### src/verilog/wdg_regs.svh
// register map, field positions, reset values and timing figures of the watchdog
`ifndef WDG_REGS_SVH
`define WDG_REGS_SVH

`define WDG_ADDR_W          8
`define WDG_DATA_W          32

`define WDG_OFS_CONFIG      8'h00
`define WDG_OFS_STATUS      8'h04
`define WDG_OFS_MASK        8'h08
`define WDG_OFS_COUNT       8'h0c

`define WDG_CFG_ENABLE_BIT  0
`define WDG_CFG_PRESEL_BIT  1
`define WDG_CFG_POST_LSB    4
`define WDG_CFG_POST_MSB    7

`define WDG_ST_IDLE_BIT     2
`define WDG_ST_SLEEP_BIT    3
`define WDG_ST_TIMEOUT_BIT  4

`define WDG_RST_ENABLE      1'h1
`define WDG_RST_PRESEL      1'h1
`define WDG_RST_POST        4'hf
`define WDG_RST_MASK        3'h0

`define WDG_PRE_SHORT_END   7'h1f
`define WDG_PRE_LONG_END    7'h7f
`define WDG_POST_FULL       15'h7fff
`define WDG_POST_SEL_MAX    4'hf

`define WDG_LOW_POWER_RC_OSC_HZ         31000
`define WDG_PRE_SHORT_US    1000
`define WDG_PRE_LONG_US     4000

`endif

### src/verilog/wdg_pkg.sv
// types shared by the watchdog design files
package wdg_pkg;

  typedef enum logic [2:0]
  {
    WDG_RUN   = 3'h1,
    WDG_SLEEP = 3'h2,
    WDG_IDLE  = 3'h4
  } wdg_mode_t;

endpackage

### src/verilog/wdg_sync3.sv
// three-stage synchroniser with agreement filter and rising-edge pulse
`timescale 1ns/10ps
module wdg_sync3
  import wdg_pkg::*;
(
  input  wire logic clk,
  input  wire logic resetn,
  input  wire logic asyncIn,
  output logic      level,
  output logic      rise
);

  logic [2:0] stage;
  logic [2:0] next_stage;
  logic       next_level;
  logic       next_rise;

  always_comb
  begin
    next_stage = {stage[1:0], asyncIn};
    next_level = level;
    next_rise  = 1'h0;
    // first stage only feeds the second; agreement of second and third commits
    if (stage[1] == stage[2])
    begin
      next_level = stage[2];
      next_rise  = stage[2] & ~level;
    end
  end

  always_ff @(posedge clk)
  begin
    if (!resetn)
    begin
      stage <= 3'h0;
      level <= 1'h0;
      rise  <= 1'h0;
    end
    else
    begin
      stage <= next_stage;
      level <= next_level;
      rise  <= next_rise;
    end
  end

endmodule

### src/verilog/wdg_timer.sv
// watchdog core: oscillator edge counting, prescaler, postscaler, power modes, registers
`timescale 1ns/10ps
`include "wdg_regs.svh"
module wdg_timer
  import wdg_pkg::*;
#(
  parameter int PRE_W  = 7,
  parameter int POST_W = 15
)
(
  input  wire logic                    clk,
  input  wire logic                    resetn,
  input  wire logic [`WDG_ADDR_W-1:0]  regAddr,
  input  wire logic [`WDG_DATA_W-1:0]  regWrData,
  input  wire logic                    regWrite,
  input  wire logic                    regRead,
  output logic      [`WDG_DATA_W-1:0]  regRdData,
  input  wire logic                    lowPowerRcOsc,
  output logic                         lowPowerRcOscEnable,
  input  wire logic                    clearWatchdogInstr,
  input  wire logic                    powerSaveInstr,
  input  wire logic                    powerSaveIdle,
  input  wire logic                    oscSwitchDone,
  input  wire logic                    wakeRequest,
  output logic                         deviceResetReq,
  output logic                         wakeCore,
  output logic                         sleepActive,
  output logic                         idleActive,
  output logic                         irq
);

  ////////////////////////////////////////////////////////////////////////////
  // oscillator input

  logic oscLevel;
  logic oscRise;

  wdg_sync3 u_oscSync
  (
    .clk     (clk),
    .resetn  (resetn),
    .asyncIn (lowPowerRcOsc),
    .level   (oscLevel),
    .rise    (oscRise)
  );

  ////////////////////////////////////////////////////////////////////////////
  // configuration and mask registers

  logic       cfgEnable;
  logic       cfgPresel;
  logic [3:0] cfgPost;
  logic [2:0] intMask;
  logic       next_cfgEnable;
  logic       next_cfgPresel;
  logic [3:0] next_cfgPost;
  logic [2:0] next_intMask;
  logic       wrConfig;
  logic       wrStatus;
  logic       wrMask;

  always_comb
  begin
    wrConfig       = regWrite && (regAddr == `WDG_OFS_CONFIG);
    wrStatus       = regWrite && (regAddr == `WDG_OFS_STATUS);
    wrMask         = regWrite && (regAddr == `WDG_OFS_MASK);
    next_cfgEnable = cfgEnable;
    next_cfgPresel = cfgPresel;
    next_cfgPost   = cfgPost;
    next_intMask   = intMask;
    if (wrConfig)
    begin
      next_cfgEnable = regWrData[`WDG_CFG_ENABLE_BIT];
      next_cfgPresel = regWrData[`WDG_CFG_PRESEL_BIT];
      next_cfgPost   = regWrData[`WDG_CFG_POST_MSB:`WDG_CFG_POST_LSB];
    end
    if (wrMask)
    begin
      next_intMask = regWrData[`WDG_ST_TIMEOUT_BIT:`WDG_ST_IDLE_BIT];
    end
  end

  always_ff @(posedge clk)
  begin
    if (!resetn)
    begin
      cfgEnable <= `WDG_RST_ENABLE;
      cfgPresel <= `WDG_RST_PRESEL;
      cfgPost   <= `WDG_RST_POST;
      intMask   <= `WDG_RST_MASK;
    end
    else
    begin
      cfgEnable <= next_cfgEnable;
      cfgPresel <= next_cfgPresel;
      cfgPost   <= next_cfgPost;
      intMask   <= next_intMask;
    end
  end

  // the oscillator runs exactly while the watchdog is enabled
  assign lowPowerRcOscEnable = cfgEnable;

  ////////////////////////////////////////////////////////////////////////////
  // prescaler, postscaler and power mode

  wdg_mode_t          mode;
  wdg_mode_t          next_mode;
  logic [PRE_W-1:0]   preCount;
  logic [PRE_W-1:0]   next_preCount;
  logic [POST_W-1:0]  postCount;
  logic [POST_W-1:0]  next_postCount;
  logic [PRE_W-1:0]   preEnd;
  logic [POST_W-1:0]  postEnd;
  logic               tick;
  logic               timeout;
  logic               enterLowPower;
  logic               exitLowPower;
  logic               clearCounters;
  logic               next_deviceResetReq;
  logic               next_wakeCore;

  always_comb
  begin
    // oscillator edges are counted in every mode while enabled
    tick          = oscRise && cfgEnable;
    preEnd        = cfgPresel ? `WDG_PRE_LONG_END : `WDG_PRE_SHORT_END;
    // ratio is two to the power of the field: 0 gives 1:1, 15 gives 1:32768
    postEnd       = `WDG_POST_FULL >> (`WDG_POST_SEL_MAX - cfgPost);
    timeout       = tick && (preCount == preEnd) && (postCount == postEnd);
    enterLowPower = powerSaveInstr && (mode == WDG_RUN);
    exitLowPower  = (mode != WDG_RUN) && (wakeRequest || timeout);
    clearCounters = 1'h0;
    if (clearWatchdogInstr && (mode == WDG_RUN))
    begin
      clearCounters = 1'h1;
    end
    if (oscSwitchDone)
    begin
      clearCounters = 1'h1;
    end
    if (enterLowPower)
    begin
      clearCounters = 1'h1;
    end
    if (exitLowPower)
    begin
      clearCounters = 1'h1;
    end
    // a disabled watchdog restarts from zero when enabled again
    if (timeout || !cfgEnable)
    begin
      clearCounters = 1'h1;
    end

    next_preCount  = preCount;
    next_postCount = postCount;
    if (clearCounters)
    begin
      next_preCount  = '0;
      next_postCount = '0;
    end
    else if (tick)
    begin
      if (preCount == preEnd)
      begin
        next_preCount  = '0;
        next_postCount = postCount + POST_W'(1);
      end
      else
      begin
        next_preCount = preCount + PRE_W'(1);
      end
    end

    next_mode = mode;
    unique case (mode)
      WDG_RUN:
      begin
        if (enterLowPower)
        begin
          next_mode = powerSaveIdle ? WDG_IDLE : WDG_SLEEP;
        end
      end
      WDG_SLEEP, WDG_IDLE:
      begin
        if (exitLowPower)
        begin
          next_mode = WDG_RUN;
        end
      end
      default:
      begin
        next_mode = WDG_RUN;
      end
    endcase

    // outside low power a time-out resets the device
    next_deviceResetReq = timeout && (mode == WDG_RUN);
    next_wakeCore       = exitLowPower;
  end

  always_ff @(posedge clk)
  begin
    if (!resetn)
    begin
      // any device reset lands here
      mode           <= WDG_RUN;
      preCount       <= '0;
      postCount      <= '0;
      deviceResetReq <= 1'h0;
      wakeCore       <= 1'h0;
    end
    else
    begin
      mode           <= next_mode;
      preCount       <= next_preCount;
      postCount      <= next_postCount;
      deviceResetReq <= next_deviceResetReq;
      wakeCore       <= next_wakeCore;
    end
  end

  assign sleepActive = mode[1];
  assign idleActive  = mode[2];

  ////////////////////////////////////////////////////////////////////////////
  // sticky status, interrupt and read port

  logic                    stTimeout;
  logic                    stSleep;
  logic                    stIdle;
  logic                    next_stTimeout;
  logic                    next_stSleep;
  logic                    next_stIdle;
  logic                    next_irq;
  logic [`WDG_DATA_W-1:0]  next_regRdData;
  logic [`WDG_DATA_W-1:0]  statusWord;

  always_comb
  begin
    // write one clears; a same-cycle event wins over the clear
    next_stTimeout = stTimeout && !(wrStatus && regWrData[`WDG_ST_TIMEOUT_BIT]);
    next_stSleep   = stSleep && !(wrStatus && regWrData[`WDG_ST_SLEEP_BIT]);
    next_stIdle    = stIdle && !(wrStatus && regWrData[`WDG_ST_IDLE_BIT]);
    if (timeout)
    begin
      next_stTimeout = 1'h1;
    end
    if (enterLowPower && !powerSaveIdle)
    begin
      next_stSleep = 1'h1;
    end
    if (enterLowPower && powerSaveIdle)
    begin
      next_stIdle = 1'h1;
    end
    next_irq = |({next_stTimeout, next_stSleep, next_stIdle} & next_intMask);

    statusWord = '0;
    statusWord[`WDG_ST_TIMEOUT_BIT] = stTimeout;
    statusWord[`WDG_ST_SLEEP_BIT]   = stSleep;
    statusWord[`WDG_ST_IDLE_BIT]    = stIdle;

    next_regRdData = '0;
    if (regRead)
    begin
      unique case (regAddr)
        `WDG_OFS_CONFIG:
        begin
          next_regRdData[`WDG_CFG_ENABLE_BIT]                   = cfgEnable;
          next_regRdData[`WDG_CFG_PRESEL_BIT]                   = cfgPresel;
          next_regRdData[`WDG_CFG_POST_MSB:`WDG_CFG_POST_LSB]   = cfgPost;
        end
        `WDG_OFS_STATUS:
        begin
          next_regRdData = statusWord;
        end
        `WDG_OFS_MASK:
        begin
          next_regRdData[`WDG_ST_TIMEOUT_BIT:`WDG_ST_IDLE_BIT] = intMask;
        end
        `WDG_OFS_COUNT:
        begin
          next_regRdData[POST_W-1:0] = postCount;
        end
        default:
        begin
          next_regRdData = '0;
        end
      endcase
    end
  end

  always_ff @(posedge clk)
  begin
    if (!resetn)
    begin
      stTimeout <= 1'h0;
      stSleep   <= 1'h0;
      stIdle    <= 1'h0;
      irq       <= 1'h0;
      regRdData <= '0;
    end
    else
    begin
      stTimeout <= next_stTimeout;
      stSleep   <= next_stSleep;
      stIdle    <= next_stIdle;
      irq       <= next_irq;
      regRdData <= next_regRdData;
    end
  end

endmodule

### config.mk
export PLATFORM = sky130hd
export DESIGN_NAME = wdg_timer
export DESIGN_NICKNAME = d
export VERILOG_FILES = /design/src/verilog/wdg_pkg.sv /design/src/verilog/wdg_sync3.sv /design/src/verilog/wdg_timer.sv
export VERILOG_INCLUDE_DIRS = /design/src /design/src/verilog
export SDC_FILE = /design/constraint.sdc
export NUM_CORES = 1
export LEC_CHECK = 0
export BUFFER_PORTS_ARGS = -buffer_cell sky130_fd_sc_hd__buf_2
export CAP_MARGIN = 20
export CORE_MARGIN = 3
export CORE_UTILIZATION = 40
export CTS_BUF_LIST = sky130_fd_sc_hd__clkbuf_4 sky130_fd_sc_hd__clkbuf_8
export CTS_CLUSTER_DIAMETER = 30
export DETAILED_ROUTE_END_ITERATION = 7
export GPL_ROUTABILITY_DRIVEN = 0
export SYNTH_ARGS = -nofsm -noshare
export SYNTH_HDL_FRONTEND = slang
export SYNTH_SLANG_ARGS = --single-unit
### constraint.sdc
create_clock -name clk -period 3.9 [get_ports clk]
set_clock_uncertainty 0.1 [all_clocks]
set_input_delay 0.195 -clock clk [delete_from_list [all_inputs] [get_ports clk]]
set_output_delay 0.195 -clock clk [all_outputs]
set_load 0.01 [all_outputs]
### After elaboration in Yosys (flattened, before gate mapping)

Cells that the tools add are included.

* bits in registers: 77
* input port bits: 50
* output and inout bits: 38
* word-level logic and storage cells: 92

* $add $sub $neg: 3
* equal/unequal tests: 12
* shifts and indexed selects: 1
* mux-type cells: 19
* bitwise gates (word level): 4
* reductions and logical operators: 34

Operators by type and width (number)
* $logic_and 1x1->1: 18
* $eq 8x4->1 const B: 2
* $add 15x1->15 const B: 1
* $eq 15x15->1: 1
* $shr 15x4->15 const A: 1
* $mux 7: 2
* $mux 3: 4
* $pmux 3 s2: 2
* $eq 8x3->1 const B: 1
* $logic_not 8->1: 1
* $mux 1: 8
* $reduce_and 2->1: 4
* $add 7x1->7 const B: 1
* $eq 7x7->1: 1
* $pmux 2 s3: 1
* $logic_not 1->1: 5
* $ne 2x2->1 const B: 2
* $pmux 1 s4: 1
* $pmux 2 s2: 1
* $reduce_or 2->1: 2
* $sub 4x4->4 const A: 1
* $and 3x3->3: 1
* $eq 3x1->1 const B: 1
* $eq 3x2->1 const B: 1
* 8 further kinds: 10

### Depth between registers and ports, before layout

Gate-level depths: netlist (run 1).

* depth after elaboration: 9
* gate-level depth with buffers: 9
* gate-level depth less buffers: 7

### Hierarchy

Synthesis (run 1) repeated with hierarchy kept, for this count alone.

* cells, all modules: 340
* area total of the unflattened synthesis: 2986.6 um2

By module, submodules not included
* wdg_timer: times used 1, cells an instance 328, area an instance 2837.7 um2, sequential area each 1101.1 um2
* wdg_sync3: times used 1, cells an instance 12, area an instance 148.9 um2, sequential area each 100.1 um2

### Worst setup path after synthesis (run 1)

Ideal clock, no wire load.

* path type: flip-flop to flip-flop
* start point: register cfgPost[2]
* end point: register mode[1]
* data arrival time: 1.737 ns
* data required time: 3.671 ns
* setup slack: 1.934 ns
* stages on the path, launching flop included: 8
* clock period less this slack: 1.966 ns
* cells stage by stage: dfxtp_1 buf_6 or3_4 o31ai_4 o32ai_2 or3b_4 nor3_2 o22ai_1

* word-level cells in the longest chain between the ends: 8

Ends and longest elaborated chain
* from (decl): RTL line wdg_timer.sv:52 `logic [3:0] cfgPost;`
* from (signal assigned): RTL line wdg_timer.sv:89 `` cfgPost <= `WDG_RST_POST; ``
* from (signal assigned): RTL line wdg_timer.sv:96 `cfgPost <= next_cfgPost;`
* $sub 4x4->4 (no line)
* $shr 15x4->15 (no line)
* $eq 15x15->1: RTL line wdg_timer.sv:130 `timeout = tick && (preCount == preEnd) && (postCount == postEnd);`
* $logic_and 1x1->1: RTL line wdg_timer.sv:130
* $logic_or 1x1->1: RTL line wdg_timer.sv:132 `exitLowPower = (mode != WDG_RUN) && (wakeRequest || timeout);`
* $logic_and 1x1->1: RTL line wdg_timer.sv:132
* $ne 2x2->1 (no line)
* $reduce_and 2->1 (no line)
* to (signal assigned): RTL line wdg_timer.sv:216 `mode <= next_mode;`
* to (decl): RTL line wdg_timer.sv:107 `wdg_mode_t mode;`

No other way between the ends.
A chain may end at the register's enable or synchronous reset.

### Worst setup path after layout (run 1)

* start point: register cfgPost[3]
* end point: register deviceResetReq

* word-level cells in the longest chain between the ends: 5

Ends and longest elaborated chain
* $sub 4x4->4 (no line)
* $shr 15x4->15 (no line)
* $eq 15x15->1: RTL line wdg_timer.sv:130
* $logic_and 1x1->1: RTL line wdg_timer.sv:130
* $logic_and 1x1->1: RTL line wdg_timer.sv:199 `next_deviceResetReq = timeout && (mode == WDG_RUN);`
* to (signal assigned): RTL line wdg_timer.sv:219 `deviceResetReq <= next_deviceResetReq;`
* to (decl): RTL line wdg_timer.sv:25 `output logic deviceResetReq,`

No other way between the ends.

==> results of run 1 <==
==> power by group <==
group          switching [mW]  internal (mW)
Clock                   0.255          0.226
Combinational          0.0398         0.0286
Sequential            0.00305          0.618
==> metal layers <==
layer | share of wire | global-route usage | vias up
met2 | 0.46 | 0.2442 | 66
met1 | 0.48 | 0.2081 | 1147
met3 | 0.046 | 0.03365 | 10
li1 | - | - | 1257
met4 | 0.017 | 0.08063 | 0
met5 | 0 | 0 | -
==> critical path, delay by kind of cell, from the launching register on <==
kind,cells,cell delay (ns)
and+or+nand+nor,4,1.41
DFF,1,0.54
buffers and inverters,1,0.33
AOI/OAI and AO/OA,1,0.19
==> per-stage QoR <==
step	total power, mW	worst slack [ns]
after global routing	1.221	1.031
after CTS	1.184	1.249
after global placement	0.6957	1.273
final	1.170	1.262
after detailed placement	0.6966	1.265
after floorplan	0.6865	1.934
==> kinds of logic (layout without fill, tap and decap cells) <==
kind of cell,after synthesis,after routing,share of synthesized area
simple gates,154,154,0.2870
xor+xnor,21,21,0.05935
flops,60,60,0.3876
other cells,1,17,0.001210
fa+ha+maj,2,2,0.008073
mux,14,14,0.04643
buf+inv,40,74,0.08841
compound gates,47,47,0.1219
==> sequential cells by signal, summed over array words and instances, names as in the netlist <==
signal	count
cfgPost	4
cfgPresel	1
stIdle	1
irq	1
stTimeout	1
u_oscSync.stage	3
stSleep	1
u_oscSync.rise	1
regRdData	15
u_oscSync.level	1
wakeCore	1
postCount	15
deviceResetReq	1
intMask	3
lowPowerRcOscEnable	1
mode	3
preCount	7
==> cell usage in the layout (no fill, tap or decap), drive strengths merged, types with 11 or more instances in the layout <==
cell   netlist  final
xor2        14     14
mux2i       11     11
and2        12     12
nand3       23     23
nor2        26     26
nor3        26     26
buf         26     48
dfxtp       60     60
nand2       25     25
conb         1     17
==> final timing paths <==
check	startpoint	endpoint	slack (ns)
setup reg to reg	cfgPost[3]	deviceResetReq	1.26
setup / recovery	cfgPost[3]	deviceResetReq	1.26
hold reg to reg	u_oscSync.stage[0]	u_oscSync.stage[1]	0.34
hold / removal	regWrData[4]	cfgPost[0]	0.02
==> layout make-up <==
| cell class | instances | area [um2] | area share |
|---|---|---|---|
| clock inverter | 7 | 43.79 | 0.01248 |
| clock buffer | 9 | 123.9 | 0.03529 |
| sequential | 60 | 1201 | 0.3422 |
| inverter | 2 | 7.507 | 0.002139 |
| tap | 99 | 123.9 | 0.03529 |
| timing repair buffer | 56 | 325.3 | 0.09269 |
| multi-input combinational | 255 | 1684 | 0.4799 |
==> timing repair <==
action | in CTS | in global routing
hold buffers | 8 | 0
buffers inserted | 0 | 0
endpoints found under the hold margin | 8 | 0
==> flow_summary.json, run 1 <==
{
  "finalCritPeriodShare": 0.6764,
  "peakVddDrop_mv": 0.1649,
  "layout-area-overhead-vs-synth_pct": 13.24,
  "worst_pin_slew_ns": 0.7214,
  "layout.nets": 436,
  "synthFlopType": "dfxtp_1",
  "die_h_um": 94.03,
  "outcome": "finished clean",
  "crit_fanout": 22,
  "number_of_antenna_violations_at_the_first_check_in_global_routing": 0,
  "finalWorstPathRequiredPeriod_ns": 2.638,
  "die_area_um2": 8841,
  "cts-buffers-inserted": 9,
  "synth.distinct_cells": 62,
  "post_synth_edffs": 0,
  "cts_tree": "built",
  "timing.hold.worst.class": "primary input to flop",
  "clock_tree.buffer_depth": 2,
  "detail_route.vias_per_cell": 5.082,
  "final.hold.worst_slack_ns": 0.02160,
  "hold_viol_final": 0,
  "first_pass_grt_wire_length_um": 10930,
  "post_synth_instance_area_um2": 3099,
  "power_per_cell_area_nw_per_um2": 333.5,
  "drt_pre_antenna_iters": 4,
  "port_buffers": 46,
  "netlist_top_cells_count": "dfxtp_1, nor2_1, nand2_1, nand3_1, nor3_1",
  "slew_viol_final": 0,
  "synth.most_common_cell": "dfxtp_1",
  "cts_repair_resize_count": 0,
  "timing.reg2reg.worst_path_depth": 6,
  "timing.fmax_mhz": 379.1,
  "normalized_max_slew_margin": 0.5180,
  "cells_after_synthesis": 339,
  "drive_above_1_share": 0.2288,
  "synthDominantAreaCellType": "dfxtp_1",
  "detail_route.wl_per_cell_um": 13.47,
  "initial_utilization": 0.4205,
  "leakage_nw": 1.426,
  "die_width_um": 94.03,
  "post-synth-top-area-fraction": 0.3876,
  "finish.instance_area_um2": 3510,
  "dpl-instance-area_um2": 3262,
  "final_core_utilization": 0.4762,
  "antenna-diode-count": 0,
  "synth_area_per_cell_um2": 9.142,
  "cp_cell_sequence": "or3_4, nor3_1, o211ai_2, nor4_4, buf_4, and3_1",
  "ctsHtreeMaxLevel": 3,
  "timing.setup.tns_ns": 0,
  "row_count": 31,
  "coreArea_um2": 7370,
  "cp.arrival_ns": 2.82,
  "yosys_reg_bits": 60,
  "grt_overflow": 0,
  "setup_viol": 0,
  "critical_path.endpoint_type": "flop",
  "drtAntennaViolNets": 0,
  "cts_root_buffer": "clkbuf_8",
  "launching_element_type_of_the_critical_path": "flop",
  "finalNonFillerCells": 488,
  "first_iter_violations": 79,
  "place_inst": 464,
  "max-cap-violations": 0,
  "grt_pass1_vias": 2322,
  "grt_max_degree": 23,
  "ioPinCount": 88,
  "hpwlAfterDp_um": 4682,
  "cts.clk_slew.worst_paths_ns": 0.07,
  "drc_errors": 0,
  "routed_wirelength_um": 6571,
  "critical-path-max-stage-delay_ns": 0.55,
  "yosysWarningCount": 0,
  "async_flop_share": 0,
  "ys_seq_area_frac": 0.3876,
  "timing_worst_setup_path_type": "flop to flop",
  "grt_setup_unrepaired": "no",
  "worst_ep_required_time_ns": 4.08,
  "clock_insertion_delay_worst_skew_ns": 0.34,
  "grt_usage": 0.1585,
  "fill_cells": 762,
  "clkSinkCount": 60,
  "hold_depth": 3,
  "route.vias.total": 2480,
  "crit_path_top_delay_cell": "nor4_4",
  "post_synth_main_area_contributors": "dfxtp_1, buf_4, xor2_1, mux2i_1, nand3_1"
}
Power figures use the tool's default switching activity.
==> run 2: changes to the inputs <==
--- a/config.mk
+++ b/config.mk
@@ -14,6 +14,7 @@
 export CTS_CLUSTER_DIAMETER = 30
 export DETAILED_ROUTE_END_ITERATION = 7
 export GPL_ROUTABILITY_DRIVEN = 0
+export PLACE_DENSITY = 0.66
 export SYNTH_ARGS = -nofsm -noshare
 export SYNTH_HDL_FRONTEND = slang
 export SYNTH_SLANG_ARGS = --single-unit
==> constraint.sdc (replaced) <==
create_clock -name clk -period 2.25 [get_ports clk]
set_clock_uncertainty 0.1 [all_clocks]
set_input_delay 0.1125 -clock clk [delete_from_list [all_inputs] [get_ports clk]]
set_output_delay 0.1125 -clock clk [all_outputs]
set_load 0.01 [all_outputs]
==> run 2 against run 1 <==
  * Core utilization increased by 3.1 points
  * Flip-flop and latch count did not move
  * Setup slack got worse by 1.1 ns
  * Die area stayed put
  * Critical endpoint is now mode[1]
  * Highest routed layer unchanged
==> flow_summary.json, run 2 (synthesized netlist as in run 1, its figures left out) <==
{
  "grt_max_degree": 23,
  "crit_path_top_delay_cell": "or3b_4",
  "fill_cells": 706,
  "leakage_nw": 1.556,
  "timing.setup.tns_ns": 0,
  "hpwlAfterDp_um": 5058,
  "drtAntennaViolNets": 0,
  "launching_element_type_of_the_critical_path": "flop",
  "outcome": "finished clean",
  "die_h_um": 94.03,
  "initial_utilization": 0.4205,
  "regArea_um2": 1205,
  "route.vias.total": 2587,
  "ioPinCount": 88,
  "power.switching_fraction": 0.2128,
  "timing.fmax_mhz": 477.4,
  "critical_register_to_register_path_startpoint": "cfgPost[0]",
  "ctsHtreeMaxLevel": 3,
  "timing.critical_path.buf_inv": 0,
  "worst_setup_path_startpoint": "cfgPost[0]",
  "cts_root_buffer": "clkbuf_8",
  "comb_power_share": 0.056,
  "clkSinkCount": 60,
  "total_power_mw": 2.272,
  "routed_wirelength_um": 6919,
  "p_sw_mw": 0.4834,
  "finalWorstPathRequiredPeriod_ns": 2.095,
  "dpl-instance-area_um2": 3397,
  "drive_above_1_share": 0.2683,
  "drc_errors": 0,
  "finish.instance_area_um2": 3737,
  "power.share.sequential": 0.474,
  "cts_tree": "built",
  "clkPwrFrac": 0.470,
  "hold_viol_final": 0,
  "most_common_library_cell_in_the_layout_ignoring_fill_and_taps": "dfxtp_1",
  "cell_internal_pwr_mw": 1.788,
  "slew_viol_final": 0,
  "die_area_um2": 8841,
  "die_width_um": 94.03,
  "timing_worst_setup_path_type": "flop to flop",
  "first_pass_grt_wire_length_um": 11690,
  "rr_endpoint": "mode[1]",
  "peakVddDrop_mv": 0.2573,
  "cp_num_cells": 6,
  "power_per_cell_area_nw_per_um2": 607.9,
  "grt_overflow": 0,
  "first_iter_violations": 128,
  "drt_pre_antenna_iters": 4,
  "timing.critical_path.max_delay_family": "simple AND/OR/NAND/NOR gates",
  "grt_setup_unrepaired": "no",
  "reg2reg_setup_slack_ns": 0.16,
  "critical_path.endpoint_type": "flop",
  "row_count": 31,
  "worst_pin_slew_ns": 0.5047,
  "number_of_antenna_violations_at_the_first_check_in_global_routing": 0,
  "cts-buffers-inserted": 9,
  "commonest_cells_after_routing_fill_and_taps_aside": "dfxtp_1, buf_2, nor2_1, nand2_1, nand3_1",
  "critical-path-max-stage-delay_ns": 0.40,
  "area_of_the_multi_input_gates_um2": 1684,
  "clock_tree.buffer_depth": 2,
  "layout_top_registers": "postCount: 15 flops, regRdData: 15 flops, preCount: 7 flops",
  "crit_fanout": 6,
  "cts.clk_slew.worst_paths_ns": 0.07,
  "critPathCapture": "mode[1]",
  "detail_route.vias_per_cell": 5.083,
  "max-cap-violations": 0,
  "normalized_max_slew_margin": 0.6626,
  "finalCritPeriodShare": 0.9309,
  "cp.arrival_ns": 2.22,
  "grt_usage": 0.1700,
  "detail_route.wl_per_cell_um": 13.59,
  "grt_pass1_vias": 2529,
  "worst_ep_required_time_ns": 2.37,
  "antenna-diode-count": 0,
  "port_buffers": 46,
  "layout-area-overhead-vs-synth_pct": 20.59,
  "coreArea_um2": 7370,
  "cp_cell_sequence": "o21a_1, or4_1, nand4_1, or3b_4, nor3_2, o22ai_1",
  "layout.nets": 458,
  "timing.hold.worst.class": "primary input to flop",
  "timing.reg2reg.worst_path_depth": 6,
  "clock_insertion_delay_worst_skew_ns": 0.34,
  "setup_viol": 0
}
## run 2: worst min-delay path: cells and delay by family
| family | cells | cell delay, ns |
|---|---|---|
| buf+inv | 1 | 0.11 |
| simple gates | 1 | 0.09 |
| compound gates | 1 | 0.08 |
## run 2: per-layer routing
metal / vias to the layer above / GRT usage / wire length [um]
li1: 1303 / - / -
met1: 1202 / 0.2063 / 3020
met2: 68 / 0.2797 / 3342
met3: 14 / 0.04327 / 390
met4: 0 / 0.08063 / 166
met5: - / 0 / 0
## run 2: worst min path at each step
| stage | startpoint | endpoint | slack [ns] | cells after the start |
|---|---|---|---|---|
| floorplan | regWrData[2] | stIdle | 0.13 | 1 |
| global placement | lowPowerRcOsc | u_oscSync.stage[0] | 0.22 | 2 |
| detailed placement | lowPowerRcOsc | u_oscSync.stage[0] | 0.22 | 2 |
| CTS | regAddr[0] | regRdData[2] | 0.0009 | 4 |
| global route | regAddr[0] | regRdData[3] | 0.03 | 4 |
| finish | powerSaveIdle | mode[2] | 0.007 | 3 |
## run 2: per-stage QoR
stage               worst slack, ns  std cells  utilization  hold WS [ns]
floorplan                    0.2843        355            -        0.1322
global placement             0.1236        482       0.4610        0.2201
detailed placement          0.09532        482       0.4610        0.2221
finish                       0.1554        509       0.5071      0.007274
CTS                         0.09359        508       0.5056     0.0008980
global route                0.02462        509       0.5071       0.03076
## run 2: power groups by stage
stage,sequential (mW),clock [mW],combinational (mW)
after floorplan,1.10,0,0.0895
after global placement,1.10,0,0.110
after detailed placement,1.10,0,0.112
after CTS,1.08,1.08,0.126
after global routing,1.08,1.14,0.143
final,1.08,1.07,0.128
## run 2: cell type report
cell class / count / area share
clock buffer: 11 / 0.03883
clock inverter: 4 / 0.01975
timing repair buffer: 78 / 0.1332
tap: 99 / 0.03314
inverter: 2 / 0.002009
multi-input combinational: 255 / 0.4506
sequential: 60 / 0.3224
## run 2: timing repair
| item | 4_1_cts | 5_1_grt |
|---|---|---|
| hold buffers | 11 | 0 |
| setup buffers | 0 | 1 |
| resized for setup | 0 | 4 |
| hold endpoints to repair | 11 | 0 |
| setup endpoints to repair | 0 | 22 |
